--- src/rtl/seq_step_pkg.sv ---
/*
   Shared constants for the converter sequencer step configuration bank:
   register addresses, field positions, reset values and input codes.
   Assumes a 16-bit register word behind an 8-bit register address.
*/
package seq_step_pkg;

   localparam int ADDR_W = 8;
   localparam int DATA_W = 16;

   // register addresses
   localparam logic [7:0] STEP14_ADDR = 8'h9E;
   localparam logic [7:0] STEP15_ADDR = 8'h9F;

   // reset values
   localparam logic [15:0] STEP14_RESET = 16'h000E;
   localparam logic [15:0] STEP15_RESET = 16'h000F;

   // field positions
   localparam int ENABLE_BIT = 15;
   localparam int GAIN_HI = 14;
   localparam int GAIN_LO = 13;
   localparam int RSVD_HI = 12;
   localparam int RSVD_LO = 5;
   localparam int NEG_BIT = 4;
   localparam int POS_HI = 3;
   localparam int POS_LO = 0;

   // writable bits: enable, gain, negative select, positive select
   localparam logic [15:0] WRITE_MASK = 16'hE01F;

   // gain codes and resulting factor
   localparam logic [1:0] GAIN_X1 = 2'h0;
   localparam logic [1:0] GAIN_X2 = 2'h1;
   localparam logic [2:0] FACTOR_1 = 3'h1;
   localparam logic [2:0] FACTOR_2 = 3'h2;
   localparam logic [2:0] FACTOR_4 = 3'h4;

   // positive input codes
   localparam logic [3:0] POS_INPUT_SEVEN = 4'h7;
   localparam logic [3:0] POS_TEMP_SENSOR = 4'h8;
   localparam logic [3:0] POS_SHORT_GND = 4'h9;
   localparam logic [3:0] POS_TEST_DAC = 4'hA;
   localparam logic [3:0] POS_ANALOG_SUPPLY_DIV4 = 4'hB;
   localparam logic [3:0] POS_IO_SUPPLY_DIV4 = 4'hC;
   localparam logic [3:0] POS_DIGITAL_SUPPLY_DIV2 = 4'hD;
   localparam logic [3:0] POS_ANALOG_POWER_DIV103 = 4'hE;
   localparam logic [3:0] POS_DIGITAL_POWER_DIV103 = 4'hF;

   // negative input routing
   localparam logic [1:0] NEG_ANALOG_GROUND = 2'h0;
   localparam logic [1:0] NEG_INPUT_SEVEN = 2'h1;
   localparam logic [1:0] NEG_AUTOMATIC = 2'h2;

endpackage

--- src/rtl/step_config_cell.sv ---
/*
   One step configuration register with its decoded selections.
   Assumes the parent delivers a one-cycle write strobe already decoded
   to this register's address.
*/
`timescale 1ns/1ps
`default_nettype none

module step_config_cell #(
   parameter logic [15:0] RESET_VALUE = 16'h0000
) (
   // clock and reset
   input wire logic clk,
   input wire logic nrst,
   // write access
   input wire logic wr_en,
   input wire logic [15:0] wr_data,
   // stored word and decoded fields
   output logic [15:0] word_reg,
   output logic enable_reg,
   output logic [2:0] gain_factor_reg,
   output logic [3:0] positive_input_reg,
   output logic [1:0] negative_route_reg,
   output logic internal_source_reg
);

   logic [15:0] word_next;
   logic [3:0] pos_next;
   logic internal_next;
   logic [2:0] factor_next;
   logic [1:0] route_next;

   // reserved bits are never stored, so they always read zero
   assign word_next = wr_en ? (wr_data & seq_step_pkg::WRITE_MASK) : word_reg;
   assign pos_next = word_next[seq_step_pkg::POS_HI:seq_step_pkg::POS_LO];
   // codes above input seven are internal sources
   assign internal_next = pos_next > seq_step_pkg::POS_INPUT_SEVEN;
   // 10b and 11b both mean gain 4
   assign factor_next =
      (word_next[seq_step_pkg::GAIN_HI:seq_step_pkg::GAIN_LO] == seq_step_pkg::GAIN_X1) ?
      seq_step_pkg::FACTOR_1 :
      (word_next[seq_step_pkg::GAIN_HI:seq_step_pkg::GAIN_LO] == seq_step_pkg::GAIN_X2) ?
      seq_step_pkg::FACTOR_2 : seq_step_pkg::FACTOR_4;
   // internal source overrides the negative select bit
   assign route_next = internal_next ? seq_step_pkg::NEG_AUTOMATIC :
      (word_next[seq_step_pkg::NEG_BIT] ? seq_step_pkg::NEG_INPUT_SEVEN :
      seq_step_pkg::NEG_ANALOG_GROUND);

   // word and decodes registered together so they never disagree
   always_ff @(posedge clk) begin
      if (!nrst) begin
         word_reg <= RESET_VALUE;
         enable_reg <= RESET_VALUE[seq_step_pkg::ENABLE_BIT];
         gain_factor_reg <= seq_step_pkg::FACTOR_1;
         positive_input_reg <= RESET_VALUE[3:0];
         negative_route_reg <= (RESET_VALUE[3:0] > seq_step_pkg::POS_INPUT_SEVEN) ?
            seq_step_pkg::NEG_AUTOMATIC : seq_step_pkg::NEG_ANALOG_GROUND;
         internal_source_reg <= RESET_VALUE[3:0] > seq_step_pkg::POS_INPUT_SEVEN;
      end else begin
         word_reg <= word_next;
         enable_reg <= word_next[seq_step_pkg::ENABLE_BIT];
         gain_factor_reg <= factor_next;
         positive_input_reg <= pos_next;
         negative_route_reg <= route_next;
         internal_source_reg <= internal_next;
      end
   end

endmodule

`default_nettype wire

--- src/rtl/mux_adc_sequence_step_config.sv ---
/*
   Step 14 and step 15 configuration registers of the multiplexed
   converter's channel sequencer, with registered decodes for the sequencer.
   Assumes a plain register port: one-cycle strobes, read data next cycle.
*/
// Chosen here: the plain strobed port.
`timescale 1ns/1ps
`default_nettype none

// Function
// - Bit 15 enables the step when 1 and disables it when 0, resetting disabled.
// - Bits 14:13 pick gain 1 for 00, gain 2 for 01 and gain 4 for 10 or 11.
// - Bits 12:5 are reserved and always read as zero whatever is written.
// - Bit 4 picks analog ground (0) or analog input seven (1) as negative input.
// - Bits 3:0 codes 0 to 7 pick external analog inputs zero to seven.
// - Code 8 is the temperature sensor, 9 a short to ground, 10 the test DAC.
// - Codes 11 to 15 are scaled supply monitors, power inputs /103 at 14 and 15.
// - For internal sources the negative input is automatic and bit 4 is ignored.
// - Step 14 positive code resets to 14; step 15 is at 9Fh and resets to 000Fh.
// - Step 14 register is at 9Eh and resets to 000Eh.
module mux_adc_sequence_step_config (
   // clock and reset
   input wire logic clk,
   input wire logic nrst,
   // register port
   input wire logic [7:0] reg_addr,
   input wire logic [15:0] reg_wdata,
   input wire logic reg_wr,
   input wire logic reg_rd,
   output logic [15:0] reg_rdata,
   // step 14 selections toward the sequencer
   output logic step14_enable,
   output logic [2:0] step14_gain_factor,
   output logic [3:0] step14_positive_input_select,
   output logic [1:0] step14_negative_route,
   output logic step14_internal_source,
   // step 15 selections toward the sequencer
   output logic step15_enable,
   output logic [2:0] step15_gain_factor,
   output logic [3:0] step15_positive_input_select,
   output logic [1:0] step15_negative_route,
   output logic step15_internal_source,
   // sequencer request: which step is reached, and the verdict
   input wire logic step_arrive,
   input wire logic step_select_15,
   output logic step_convert_reg,
   output logic step_skip_reg
);

   logic [15:0] step14_word;
   logic [15:0] step15_word;
   logic [15:0] rdata_reg;
   logic [15:0] rdata_next;
   logic hit14;
   logic hit15;
   logic wr14;
   logic wr15;
   logic target_enabled;

   // address decode; other addresses ignore writes and read zero
   assign hit14 = reg_addr == seq_step_pkg::STEP14_ADDR;
   assign hit15 = reg_addr == seq_step_pkg::STEP15_ADDR;
   assign wr14 = reg_wr & hit14;
   assign wr15 = reg_wr & hit15;

   // step 14 register, reset 000Eh
   step_config_cell #(
      .RESET_VALUE(seq_step_pkg::STEP14_RESET)
   ) step14_cell (
      .clk(clk),
      .nrst(nrst),
      .wr_en(wr14),
      .wr_data(reg_wdata),
      .word_reg(step14_word),
      .enable_reg(step14_enable),
      .gain_factor_reg(step14_gain_factor),
      .positive_input_reg(step14_positive_input_select),
      .negative_route_reg(step14_negative_route),
      .internal_source_reg(step14_internal_source)
   );

   // step 15 register, reset 000Fh
   step_config_cell #(
      .RESET_VALUE(seq_step_pkg::STEP15_RESET)
   ) step15_cell (
      .clk(clk),
      .nrst(nrst),
      .wr_en(wr15),
      .wr_data(reg_wdata),
      .word_reg(step15_word),
      .enable_reg(step15_enable),
      .gain_factor_reg(step15_gain_factor),
      .positive_input_reg(step15_positive_input_select),
      .negative_route_reg(step15_negative_route),
      .internal_source_reg(step15_internal_source)
   );

   // read mux; a read in the same cycle as a write returns the old word
   assign rdata_next = !reg_rd ? 16'h0000 :
      hit14 ? step14_word :
      hit15 ? step15_word : 16'h0000;

   // read data stands only in the cycle after the strobe
   always_ff @(posedge clk) begin
      if (!nrst) begin
         rdata_reg <= 16'h0000;
      end else begin
         rdata_reg <= rdata_next;
      end
   end
   assign reg_rdata = rdata_reg;

   // skip verdict for a disabled step
   assign target_enabled = step_select_15 ? step15_enable : step14_enable;

   // one-cycle verdict pulses, one cycle after the arrival
   always_ff @(posedge clk) begin
      if (!nrst) begin
         step_convert_reg <= 1'b0;
         step_skip_reg <= 1'b0;
      end else begin
         step_convert_reg <= step_arrive & target_enabled;
         step_skip_reg <= step_arrive & ~target_enabled;
      end
   end

   // checks
   AST_RSVD_ZERO: assert property (@(posedge clk) disable iff (!nrst)
      reg_rdata[12:5] == 8'h00)
      else $error("reserved bits read nonzero");

   AST_STEP14_RESET: assert property (@(posedge clk)
      $rose(nrst) |-> step14_word == 16'h000E && !step14_enable)
      else $error("step 14 reset value wrong");

   AST_STEP15_RESET: assert property (@(posedge clk)
      $rose(nrst) |-> step15_word == 16'h000F && step15_positive_input_select == 4'hF)
      else $error("step 15 reset value wrong");

   AST_ENABLE_WRITE: assert property (@(posedge clk) disable iff (!nrst)
      reg_wr && reg_addr == 8'h9E |=> step14_enable == $past(reg_wdata[15]))
      else $error("step 14 enable did not follow write");

   AST_GAIN_DECODE: assert property (@(posedge clk) disable iff (!nrst)
      reg_wr && reg_addr == 8'h9F |=> step15_gain_factor ==
      ($past(reg_wdata[14:13]) == 2'h0 ? 3'h1 : $past(reg_wdata[14:13]) == 2'h1 ? 3'h2 : 3'h4))
      else $error("gain decode wrong");

   AST_NEG_SELECT: assert property (@(posedge clk) disable iff (!nrst)
      reg_wr && reg_addr == 8'h9E && reg_wdata[3:0] < 4'h8 |=>
      step14_negative_route == {1'b0, $past(reg_wdata[4])})
      else $error("negative select wrong");

   AST_POS_EXTERNAL: assert property (@(posedge clk) disable iff (!nrst)
      reg_wr && reg_addr == 8'h9F |=> step15_positive_input_select == $past(reg_wdata[3:0])
      && step15_internal_source == ($past(reg_wdata[3:0]) > 4'h7))
      else $error("positive select wrong");

   AST_INTERNAL_SRC: assert property (@(posedge clk) disable iff (!nrst)
      step14_positive_input_select inside {4'h8, 4'h9, 4'hA} |-> step14_internal_source)
      else $error("internal source flag missing");

   AST_SUPPLY_SRC: assert property (@(posedge clk) disable iff (!nrst)
      step15_positive_input_select >= 4'hB |-> step15_internal_source)
      else $error("supply monitor not internal");

   AST_NEG_AUTO: assert property (@(posedge clk) disable iff (!nrst)
      step14_internal_source |-> step14_negative_route == 2'h2)
      else $error("negative not automatic for internal source");

   AST_READBACK: assert property (@(posedge clk) disable iff (!nrst)
      reg_wr && reg_addr == 8'h9F ##1 reg_rd && reg_addr == 8'h9F && !reg_wr |=>
      reg_rdata == ($past(reg_wdata, 2) & 16'hE01F))
      else $error("step 15 readback wrong");

   AST_SKIP: assert property (@(posedge clk) disable iff (!nrst)
      step_arrive && !step_select_15 && !step14_enable |=> step_skip_reg && !step_convert_reg)
      else $error("disabled step not skipped");

   // second step and the paths the first group leaves open
   AST_STEP15_ENABLE_WRITE: assert property (@(posedge clk) disable iff (!nrst)
      reg_wr && reg_addr == 8'h9F
      |=> step15_enable == $past(reg_wdata[15]))
      else $error("step 15 enable did not follow write");

   AST_STEP14_GAIN_DECODE: assert property (@(posedge clk) disable iff (!nrst)
      reg_wr && reg_addr == 8'h9E |=> step14_gain_factor ==
      ($past(reg_wdata[14:13]) == 2'h0 ? 3'h1 : $past(reg_wdata[14:13]) == 2'h1 ? 3'h2 : 3'h4))
      else $error("step 14 gain decode wrong");

   AST_STEP14_RSVD_CLEAR: assert property (@(posedge clk) disable iff (!nrst)
      reg_wr && reg_addr == 8'h9E
      |=> step14_word[12:5] == 8'h00)
      else $error("step 14 stored reserved bits");

   AST_STEP15_RSVD_CLEAR: assert property (@(posedge clk) disable iff (!nrst)
      reg_wr && reg_addr == 8'h9F
      |=> step15_word[12:5] == 8'h00)
      else $error("step 15 stored reserved bits");

   AST_STEP15_NEG_SELECT: assert property (@(posedge clk) disable iff (!nrst)
      reg_wr && reg_addr == 8'h9F && reg_wdata[3:0] < 4'h8
      |=> step15_negative_route == {1'b0, $past(reg_wdata[4])})
      else $error("step 15 negative select wrong");

   AST_STEP14_POS_WRITE: assert property (@(posedge clk) disable iff (!nrst)
      reg_wr && reg_addr == 8'h9E
      |=> step14_positive_input_select == $past(reg_wdata[3:0]))
      else $error("step 14 positive select wrong");

   AST_STEP14_EXTERNAL: assert property (@(posedge clk) disable iff (!nrst)
      step14_positive_input_select < 4'h8
      |-> !step14_internal_source && step14_negative_route == {1'b0, step14_word[4]})
      else $error("step 14 external input routed wrong");

   AST_STEP15_INTERNAL_SRC: assert property (@(posedge clk) disable iff (!nrst)
      step15_positive_input_select inside {4'h8, 4'h9, 4'hA}
      |-> step15_internal_source && step15_negative_route == 2'h2)
      else $error("step 15 internal source wrong");

   AST_STEP14_SUPPLY_SRC: assert property (@(posedge clk) disable iff (!nrst)
      step14_positive_input_select >= 4'hB
      |-> step14_internal_source && step14_negative_route == 2'h2)
      else $error("step 14 supply monitor wrong");

   AST_STEP15_NEG_AUTO: assert property (@(posedge clk) disable iff (!nrst)
      step15_internal_source
      |-> step15_negative_route == 2'h2)
      else $error("step 15 negative not automatic");

   AST_STEP14_READBACK: assert property (@(posedge clk) disable iff (!nrst)
      reg_wr && reg_addr == 8'h9E ##1 reg_rd && reg_addr == 8'h9E && !reg_wr
      |=> reg_rdata == ($past(reg_wdata, 2) & 16'hE01F))
      else $error("step 14 readback wrong");

   AST_STEP14_READ_WORD: assert property (@(posedge clk) disable iff (!nrst)
      reg_rd && reg_addr == 8'h9E
      |=> reg_rdata == $past(step14_word))
      else $error("step 14 read data wrong");

   AST_STEP15_SKIP: assert property (@(posedge clk) disable iff (!nrst)
      step_arrive && step_select_15 && !step15_enable
      |=> step_skip_reg && !step_convert_reg)
      else $error("disabled step 15 not skipped");

   AST_STEP14_CONVERT: assert property (@(posedge clk) disable iff (!nrst)
      step_arrive && !step_select_15 && step14_enable
      |=> step_convert_reg && !step_skip_reg)
      else $error("enabled step 14 not converted");

   AST_STEP15_CONVERT: assert property (@(posedge clk) disable iff (!nrst)
      step_arrive && step_select_15 && step15_enable
      |=> step_convert_reg && !step_skip_reg)
      else $error("enabled step 15 not converted");

   AST_NO_VERDICT: assert property (@(posedge clk) disable iff (!nrst)
      !step_arrive
      |=> !step_convert_reg && !step_skip_reg)
      else $error("verdict without arrival");

   AST_RDATA_IDLE: assert property (@(posedge clk) disable iff (!nrst)
      !reg_rd
      |=> reg_rdata == 16'h0000)
      else $error("read data without read strobe");

   AST_UNMAPPED_READ: assert property (@(posedge clk) disable iff (!nrst)
      reg_rd && reg_addr != 8'h9E && reg_addr != 8'h9F
      |=> reg_rdata == 16'h0000)
      else $error("unmapped read nonzero");

   AST_STEP14_WRITE_GUARD: assert property (@(posedge clk) disable iff (!nrst)
      !(reg_wr && reg_addr == 8'h9E)
      |=> step14_word == $past(step14_word))
      else $error("step 14 changed without write");

   AST_STEP15_WRITE_GUARD: assert property (@(posedge clk) disable iff (!nrst)
      !(reg_wr && reg_addr == 8'h9F)
      |=> step15_word == $past(step15_word))
      else $error("step 15 changed without write");

   AST_STEP14_MIRROR: assert property (@(posedge clk) disable iff (!nrst)
      step14_enable == step14_word[15]
      && step14_positive_input_select == step14_word[3:0])
      else $error("step 14 outputs disagree with word");

   AST_STEP15_MIRROR: assert property (@(posedge clk) disable iff (!nrst)
      step15_enable == step15_word[15]
      && step15_positive_input_select == step15_word[3:0])
      else $error("step 15 outputs disagree with word");

   AST_STEP14_RESET_DECODE: assert property (@(posedge clk)
      $rose(nrst) |-> step14_gain_factor == 3'h1
      && step14_negative_route == 2'h2 && step14_internal_source)
      else $error("step 14 reset decode wrong");

   AST_STEP15_RESET_DECODE: assert property (@(posedge clk)
      $rose(nrst) |-> step15_gain_factor == 3'h1 && !step15_enable
      && step15_negative_route == 2'h2 && step15_internal_source)
      else $error("step 15 reset decode wrong");

endmodule

`default_nettype wire

--- config.mk ---
export PLATFORM = sky130hd
export DESIGN_NAME = mux_adc_sequence_step_config
export DESIGN_NICKNAME = d
export VERILOG_FILES = /design/src/rtl/seq_step_pkg.sv /design/src/rtl/step_config_cell.sv /design/src/rtl/mux_adc_sequence_step_config.sv
export SDC_FILE = /design/constraint.sdc
export NUM_CORES = 1
export LEC_CHECK = 0
export ABC_AREA = 0
export BUFFER_PORTS_ARGS = -buffer_cell sky130_fd_sc_hd__buf_2
export CAP_MARGIN = 10
export CORE_MARGIN = 4
export CORE_UTILIZATION = 45
export DETAILED_ROUTE_END_ITERATION = 16
export GPL_ROUTABILITY_DRIVEN = 0
export GPL_TIMING_DRIVEN = 0
export PLACE_DENSITY = 0.74
export SETUP_SLACK_MARGIN = 0.3
export SYNTH_ARGS = -nofsm -noshare
export SYNTH_HDL_FRONTEND = slang
export SYNTH_HIERARCHICAL = 1
export SYNTH_SLANG_ARGS = --single-unit
--- constraint.sdc ---
create_clock -name clk -period 5.4 [get_ports clk]
set_clock_uncertainty 0.2 [all_clocks]
set_input_delay 0.54 -clock clk [delete_from_list [all_inputs] [get_ports clk]]
set_output_delay 0.54 -clock clk [all_outputs]
set_load 0.01 [all_outputs]
==> results of run 1 <==
stage by stage:
stage	instance area, um2	hold slack (ps)	setup slack [ps]	instances
after floorplan	1950	247	3230	197
after CTS	2400	265	3220	314
after global routing	2400	282	3090	314
final	2400	270	3210	314
after global placement	2310	271	2910	307
after detailed placement	2310	286	2920	307
area by class of cell:
type / count / area [um2]
Timing Repair Buffer: 60 / 300
Clock buffer: 7 / 96.3
Fill cell: 384 / 1620
Buffer: 38 / 305
Multi-Input combinational cell: 112 / 748
Tap cell: 50 / 62.6
Inverter: 3 / 11.3
Sequential cell: 44 / 881
worst min path at each step:
stage / depth (start not counted) / startpoint / end
3_3_place_gp: 2 / step14_cell/word_reg[4] / step14_cell/negative_route_reg[0]
4_1_cts: 3 / step_arrive / step_convert_reg
2_1_floorplan: 2 / step14_cell/word_reg[4] / step14_cell/negative_route_reg[0]
6_report: 3 / step_arrive / step_convert_reg
3_5_place_dp: 2 / step14_cell/word_reg[4] / step14_cell/negative_route_reg[0]
5_1_grt: 3 / step_arrive / step_convert_reg
power groups by stage:
| stage | combinational (mW) | sequential (mW) | clock [mW] |
|---|---|---|---|
| final | 0.0457 | 0.325 | 0.215 |
| after global placement | 0.0449 | 0.333 | 0 |
| after detailed placement | 0.0453 | 0.333 | 0 |
| after CTS | 0.0454 | 0.325 | 0.223 |
| after global routing | 0.0502 | 0.325 | 0.236 |
| after floorplan | 0.0306 | 0.333 | 0 |
cells in the final DEF, fill, tap and decap left out:
master,count
and3_1,1
buf_8,1
buf_6,5
or2b_1,1
inv_1,1
a211o_1,1
nor3_1,4
nand2b_1,1
inv_2,2
o32ai_2,2
nand2_1,14
clkbuf_1,1
nand3_1,1
buf_4,30
o31ai_1,2
nor4_1,16
conb_1,16
nand2_2,1
dfxtp_1,44
buf_2,61
nor2_1,12
nand4b_1,2
nand2b_2,2
clkbuf_8,7
nand4_1,1
a21oi_1,2
a211o_2,1
nand4bb_1,1
mux2i_1,31
cells by family after synthesis:
| logic type | share of synthesized area [%] |
|---|---|
| simple gates | 15.9 |
| flops | 46.5 |
| buf+inv | 16.7 |
| mux | 16.4 |
| compound gates | 4.03 |
| other cells | 0.397 |
per-layer routing:
layer / global-route usage [%] / part of all wire, %
met1: 18.9 / 47
met2: 21.4 / 43
met3: 3.99 / 8.5
met4: 7.38 / 2.0
met5: 0 / 0
critical path, stage by stage:
cell and delay (ps):
buf_2 90, nand4bb_1 200, buf_6 160, buf_8 130, nor3_1 510, buf_6 250
mux2i_1 230, nand2_1 70
==> impl_metrics.toml, run 1 <==
[pwr]
p_seq_share_pct = 55.5
vdd_drop_max_uv = 126
swShare_pct = 21.0
combinationalPowerShare_pct = 7.8
p_int_mw = 0.462
p_clk_share_pct = 36.7
power_mw = 0.585
switchingPower_mw = 0.123
leakage_nw = 1.11
power_density_mw_per_mm2 = 243

[cts]
ctsResizeCount = 0
cts.path.max_buffers = 2
clk_latency_ps = 290
holdBufCountCts = 0
htreeDepth = 2
cts.root.buffer_cell = "clkbuf_8"
post_cts_buffers = 0
cts_made_buffers = 5
cts_num_sinks = 44
cts_tree = "built"
clk_pin_slew_ps = 70

[logic_synthesis]
netlist.area_leader.share_pct = 46.5
async_reset_ff_share_pct = 0
ys_ff_latch = 44
synth-main-ff-cell = "dfxtp_1"
ys_top_cells_by_count = "dfxtp_1, mux2i_1, buf_4"
postSynthCellCount = 183
avgSynthCellArea_um2 = 10.3
synth_cell_types = 28
synth_edf_count = 0
netlist_top_cells_area = "dfxtp_1, mux2i_1, buf_4"
synth_area_mm2 = 0.00189
post-synth-top-count-cell = "dfxtp_1"
yosys.area.top_type = "dfxtp_1"
ys_seq_area_share_pct = 46.5
ys_warn_count = 6

[run_status]
outcome = "finished clean"

[global_routing]
grt_pass1_vias = 1289
antenna_found_initial = 0
grt_util_all_layers_pct = 14.4
grt_max_degree = 13
grt-ovfl-total = 0
grt_pass1_wl_mm = 5.86

[floorplanning]
start_util_pct = 47.0
num_rows = 23
fp.dieH_um = 72.9
io_pins = 70
die-area_mm2 = 0.00531
coreArea_mm2 = 0.00403
fp.dieW_um = 72.9

[critical_path]
r2r-end = "reg_rdata[3]"
r2r.worst_path.cells = 3
worstSetupStartpoint = "reg_addr[6]"
end_kind = "register"
cp.required_ps = 5390
start_kind = "input port"
crit_end = "step14_cell/negative_route_reg[1]"
crit_arrival_ps = 2180
crit_fanout = 10
rr_startpoint = "step15_cell/word_reg[3]"
crit_type = "input port to register"
r2r_slack_ps = 4210

[routing]
wl_per_cell_um = 11.7
drc = 0
vias_per_cell = 4.59
first_pass_iters = 4
vias = 1441
ant_nets = 0
drt_iter0_markers = 47
wirelength_mm = 3.67

[run]
maxCapViolations = 0

[place]
portBuffers = 60
dp_hpwl_mm = 2.81

[layout]
drive_above_1_share_pct = 42.4
final_nets = 294
post-route-util_pct = 59.7
n_antenna_cell = 0
syn2layout_area_growth_pct = 27.0

[sta]
hold_viol = 0
drv_slew = 0
slew_headroom_pct = 59.5
rsz0062_at_grt = "no"
max_freq_ghz = 0.456
setup_viol = 0
tightest_slew_ps = 602
setup_tns_ps = 0
finalCritPeriodShare_pct = 40.6
finalCriticalPeriod_ps = 2190

[min_path]
hold_class = "input port to register"
(Power assumes the default switching activity.)
==> run 2: changes to the inputs <==
--- a/config.mk
+++ b/config.mk
@@ -9,11 +9,11 @@
 export BUFFER_PORTS_ARGS = -buffer_cell sky130_fd_sc_hd__buf_2
 export CAP_MARGIN = 10
 export CORE_MARGIN = 4
-export CORE_UTILIZATION = 45
+export CORE_UTILIZATION = 44
 export DETAILED_ROUTE_END_ITERATION = 16
 export GPL_ROUTABILITY_DRIVEN = 0
 export GPL_TIMING_DRIVEN = 0
-export PLACE_DENSITY = 0.74
+export PLACE_DENSITY = 0.75
 export SETUP_SLACK_MARGIN = 0.3
 export SYNTH_ARGS = -nofsm -noshare
 export SYNTH_HDL_FRONTEND = slang
==> constraint.sdc (replaced) <==
create_clock -name clk -period 1.8 [get_ports clk]
set_clock_uncertainty 0.2 [all_clocks]
set_input_delay 0.18 -clock clk [delete_from_list [all_inputs] [get_ports clk]]
set_output_delay 0.18 -clock clk [all_outputs]
set_load 0.01 [all_outputs]
==> impl_metrics.toml, run 2 (synthesis results as in run 1) <==
[floorplanning]
io_pins = 70
start_util_pct = 46.3
num_rows = 23
fp.dieH_um = 73.6
coreArea_mm2 = 0.00409
die-area_mm2 = 0.00542
fp.dieW_um = 73.6

[place]
portBuffers = 60
placed_area_mm2 = 0.00233
dpl.cell_count = 307
dp_hpwl_mm = 2.90

[min_path]
hold_class = "input port to register"
min_from = "nrst"
hold_depth = 3

[cts]
cts.path.max_buffers = 2
clk_pin_slew_ps = 80
cts.root.buffer_cell = "clkbuf_8"
clk_latency_ps = 290
cts_made_buffers = 5
cts_num_sinks = 44
cts_tree = "built"
htreeDepth = 2

[global_routing]
grt_pass1_vias = 1457
grt_max_degree = 14
grt_util_all_layers_pct = 16.0
antenna_found_initial = 0
grt_pass1_wl_mm = 6.62
grt-ovfl-total = 0

[sta]
setup_viol = 0
max_freq_ghz = 0.661
finalCritPeriodShare_pct = 84.0
hold_viol = 0
rsz0062_at_grt = "yes"
setup_tns_ps = 0
finalCriticalPeriod_ps = 1510
drv_slew = 0
hold_slack_ps = 32.8

[critical_path]
crit_fanout = 7
crit_type = "input port to register"
cp.required_ps = 1790
crit_arrival_ps = 1500
r2r-end = "reg_rdata[3]"
end_kind = "register"
rr_startpoint = "step15_cell/word_reg[3]"
r2r_slack_ps = 590
r2r.worst_path.cells = 3
start_kind = "input port"

[layout]
n_antenna_cell = 0
syn2layout_area_growth_pct = 39.5
finish.instance_area_mm2 = 0.00264
fin_cells = 335
drive_above_1_share_pct = 44.2
final_cell_mix = "buf_2, dfxtp_1, buf_4, mux2i_1"
layout_commonest_cell = "buf_2"
final_nets = 314

[routing]
drt_iter0_markers = 58
wirelength_mm = 4.19
ant_nets = 0
first_pass_iters = 4
wl_per_cell_um = 12.5
vias_per_cell = 4.55
drc = 0
vias = 1525

[run]
maxCapViolations = 0

[pwr]
leakage_nw = 1.23
vdd_drop_max_uv = 432
power_density_mw_per_mm2 = 709

[run_status]
outcome = "finished clean"
## run 2: cell count changes in the layout (fill, tap and decap cells not counted), moves of 2 or more
cell           before  now
mux2i_1            31   28
nor3_1              4    2
mux2i_2             0    2
clkbuf_8            7    5
dlygate4sd3_1       0   11
buf_4              30   38
nor3_4              0    2
## run 2: layout make-up
| cell class | count | area (um2) |
|---|---|---|
| Buffer | 38 | 305 |
| Clock buffer | 6 | 72.6 |
| Clock inverter | 2 | 35.0 |
| Fill cell | 346 | 1450 |
| Inverter | 3 | 11.3 |
| Multi-Input combinational cell | 112 | 791 |
| Sequential cell | 44 | 881 |
| Tap cell | 50 | 62.6 |
| Timing Repair Buffer | 80 | 482 |
## run 2: how the worst max path moves through the flow
| stage | start | to | slack, ps | depth (start not counted) |
|---|---|---|---|---|
| after floorplan | reg_addr[6] | step14_cell/negative_route_reg[1] | 180 | 7 |
| after global placement | reg_addr[6] | step14_cell/negative_route_reg[1] | -60 | 8 |
| after detailed placement | reg_addr[6] | step14_cell/negative_route_reg[1] | -70 | 8 |
| after CTS | reg_addr[6] | step15_cell/negative_route_reg[1] | 310 | 8 |
| after global routing | reg_addr[5] | step15_cell/word_reg[3] | 250 | 8 |
| final | reg_addr[5] | step14_cell/gain_factor_reg[0] | 290 | 8 |
## run 2: through the flow
step	setup slack, ps	util, %	power (mW)
2_1_floorplan	177	-	1.09
4_1_cts	306	63.4	1.89
3_3_place_gp	-55.9	57.0	1.13
5_1_grt	250	64.6	1.95
3_5_place_dp	-72.0	57.0	1.14
6_report	288	64.6	1.87
## run 2: power by group
| group | internal, mW | leakage, nW | switching (mW) |
|---|---|---|---|
| sequential | 0.974 | 0.355 | 0.000756 |
| clock | 0.412 | 0.0552 | 0.320 |
| combinational | 0.0900 | 0.823 | 0.0748 |
| total | 1.48 | 1.23 | 0.396 |
## run 2: critical path, stage by stage
cell and delay (ps):
buf_6 90, nand4bb_1 200, buf_6 140, buf_8 130, nor3_4 280, buf_4 180
nor3_1 40, a211o_1 270
## run 2: metal layers
layer | GRT usage [%] | routed length (um) | up-vias | share of wire (%)
li1 | - | - | 794 | -
met1 | 19.3 | 1830 | 681 | 44
met2 | 27.0 | 2040 | 43 | 49
met3 | 4.51 | 255 | 7 | 6.1
met4 | 6.04 | 63 | 0 | 1.5
met5 | 0 | 0 | - | 0
## run 2: what timing repair did
action / in CTS / in global routing
resized for setup: 0 / 6
setup endpoints to repair: 6 / 13
pin swaps: 2 / 5
gates cloned: 1 / 1
buffers inserted: 5 / 2
hold endpoints to repair: 20 / 1
hold buffers: 11 / 1
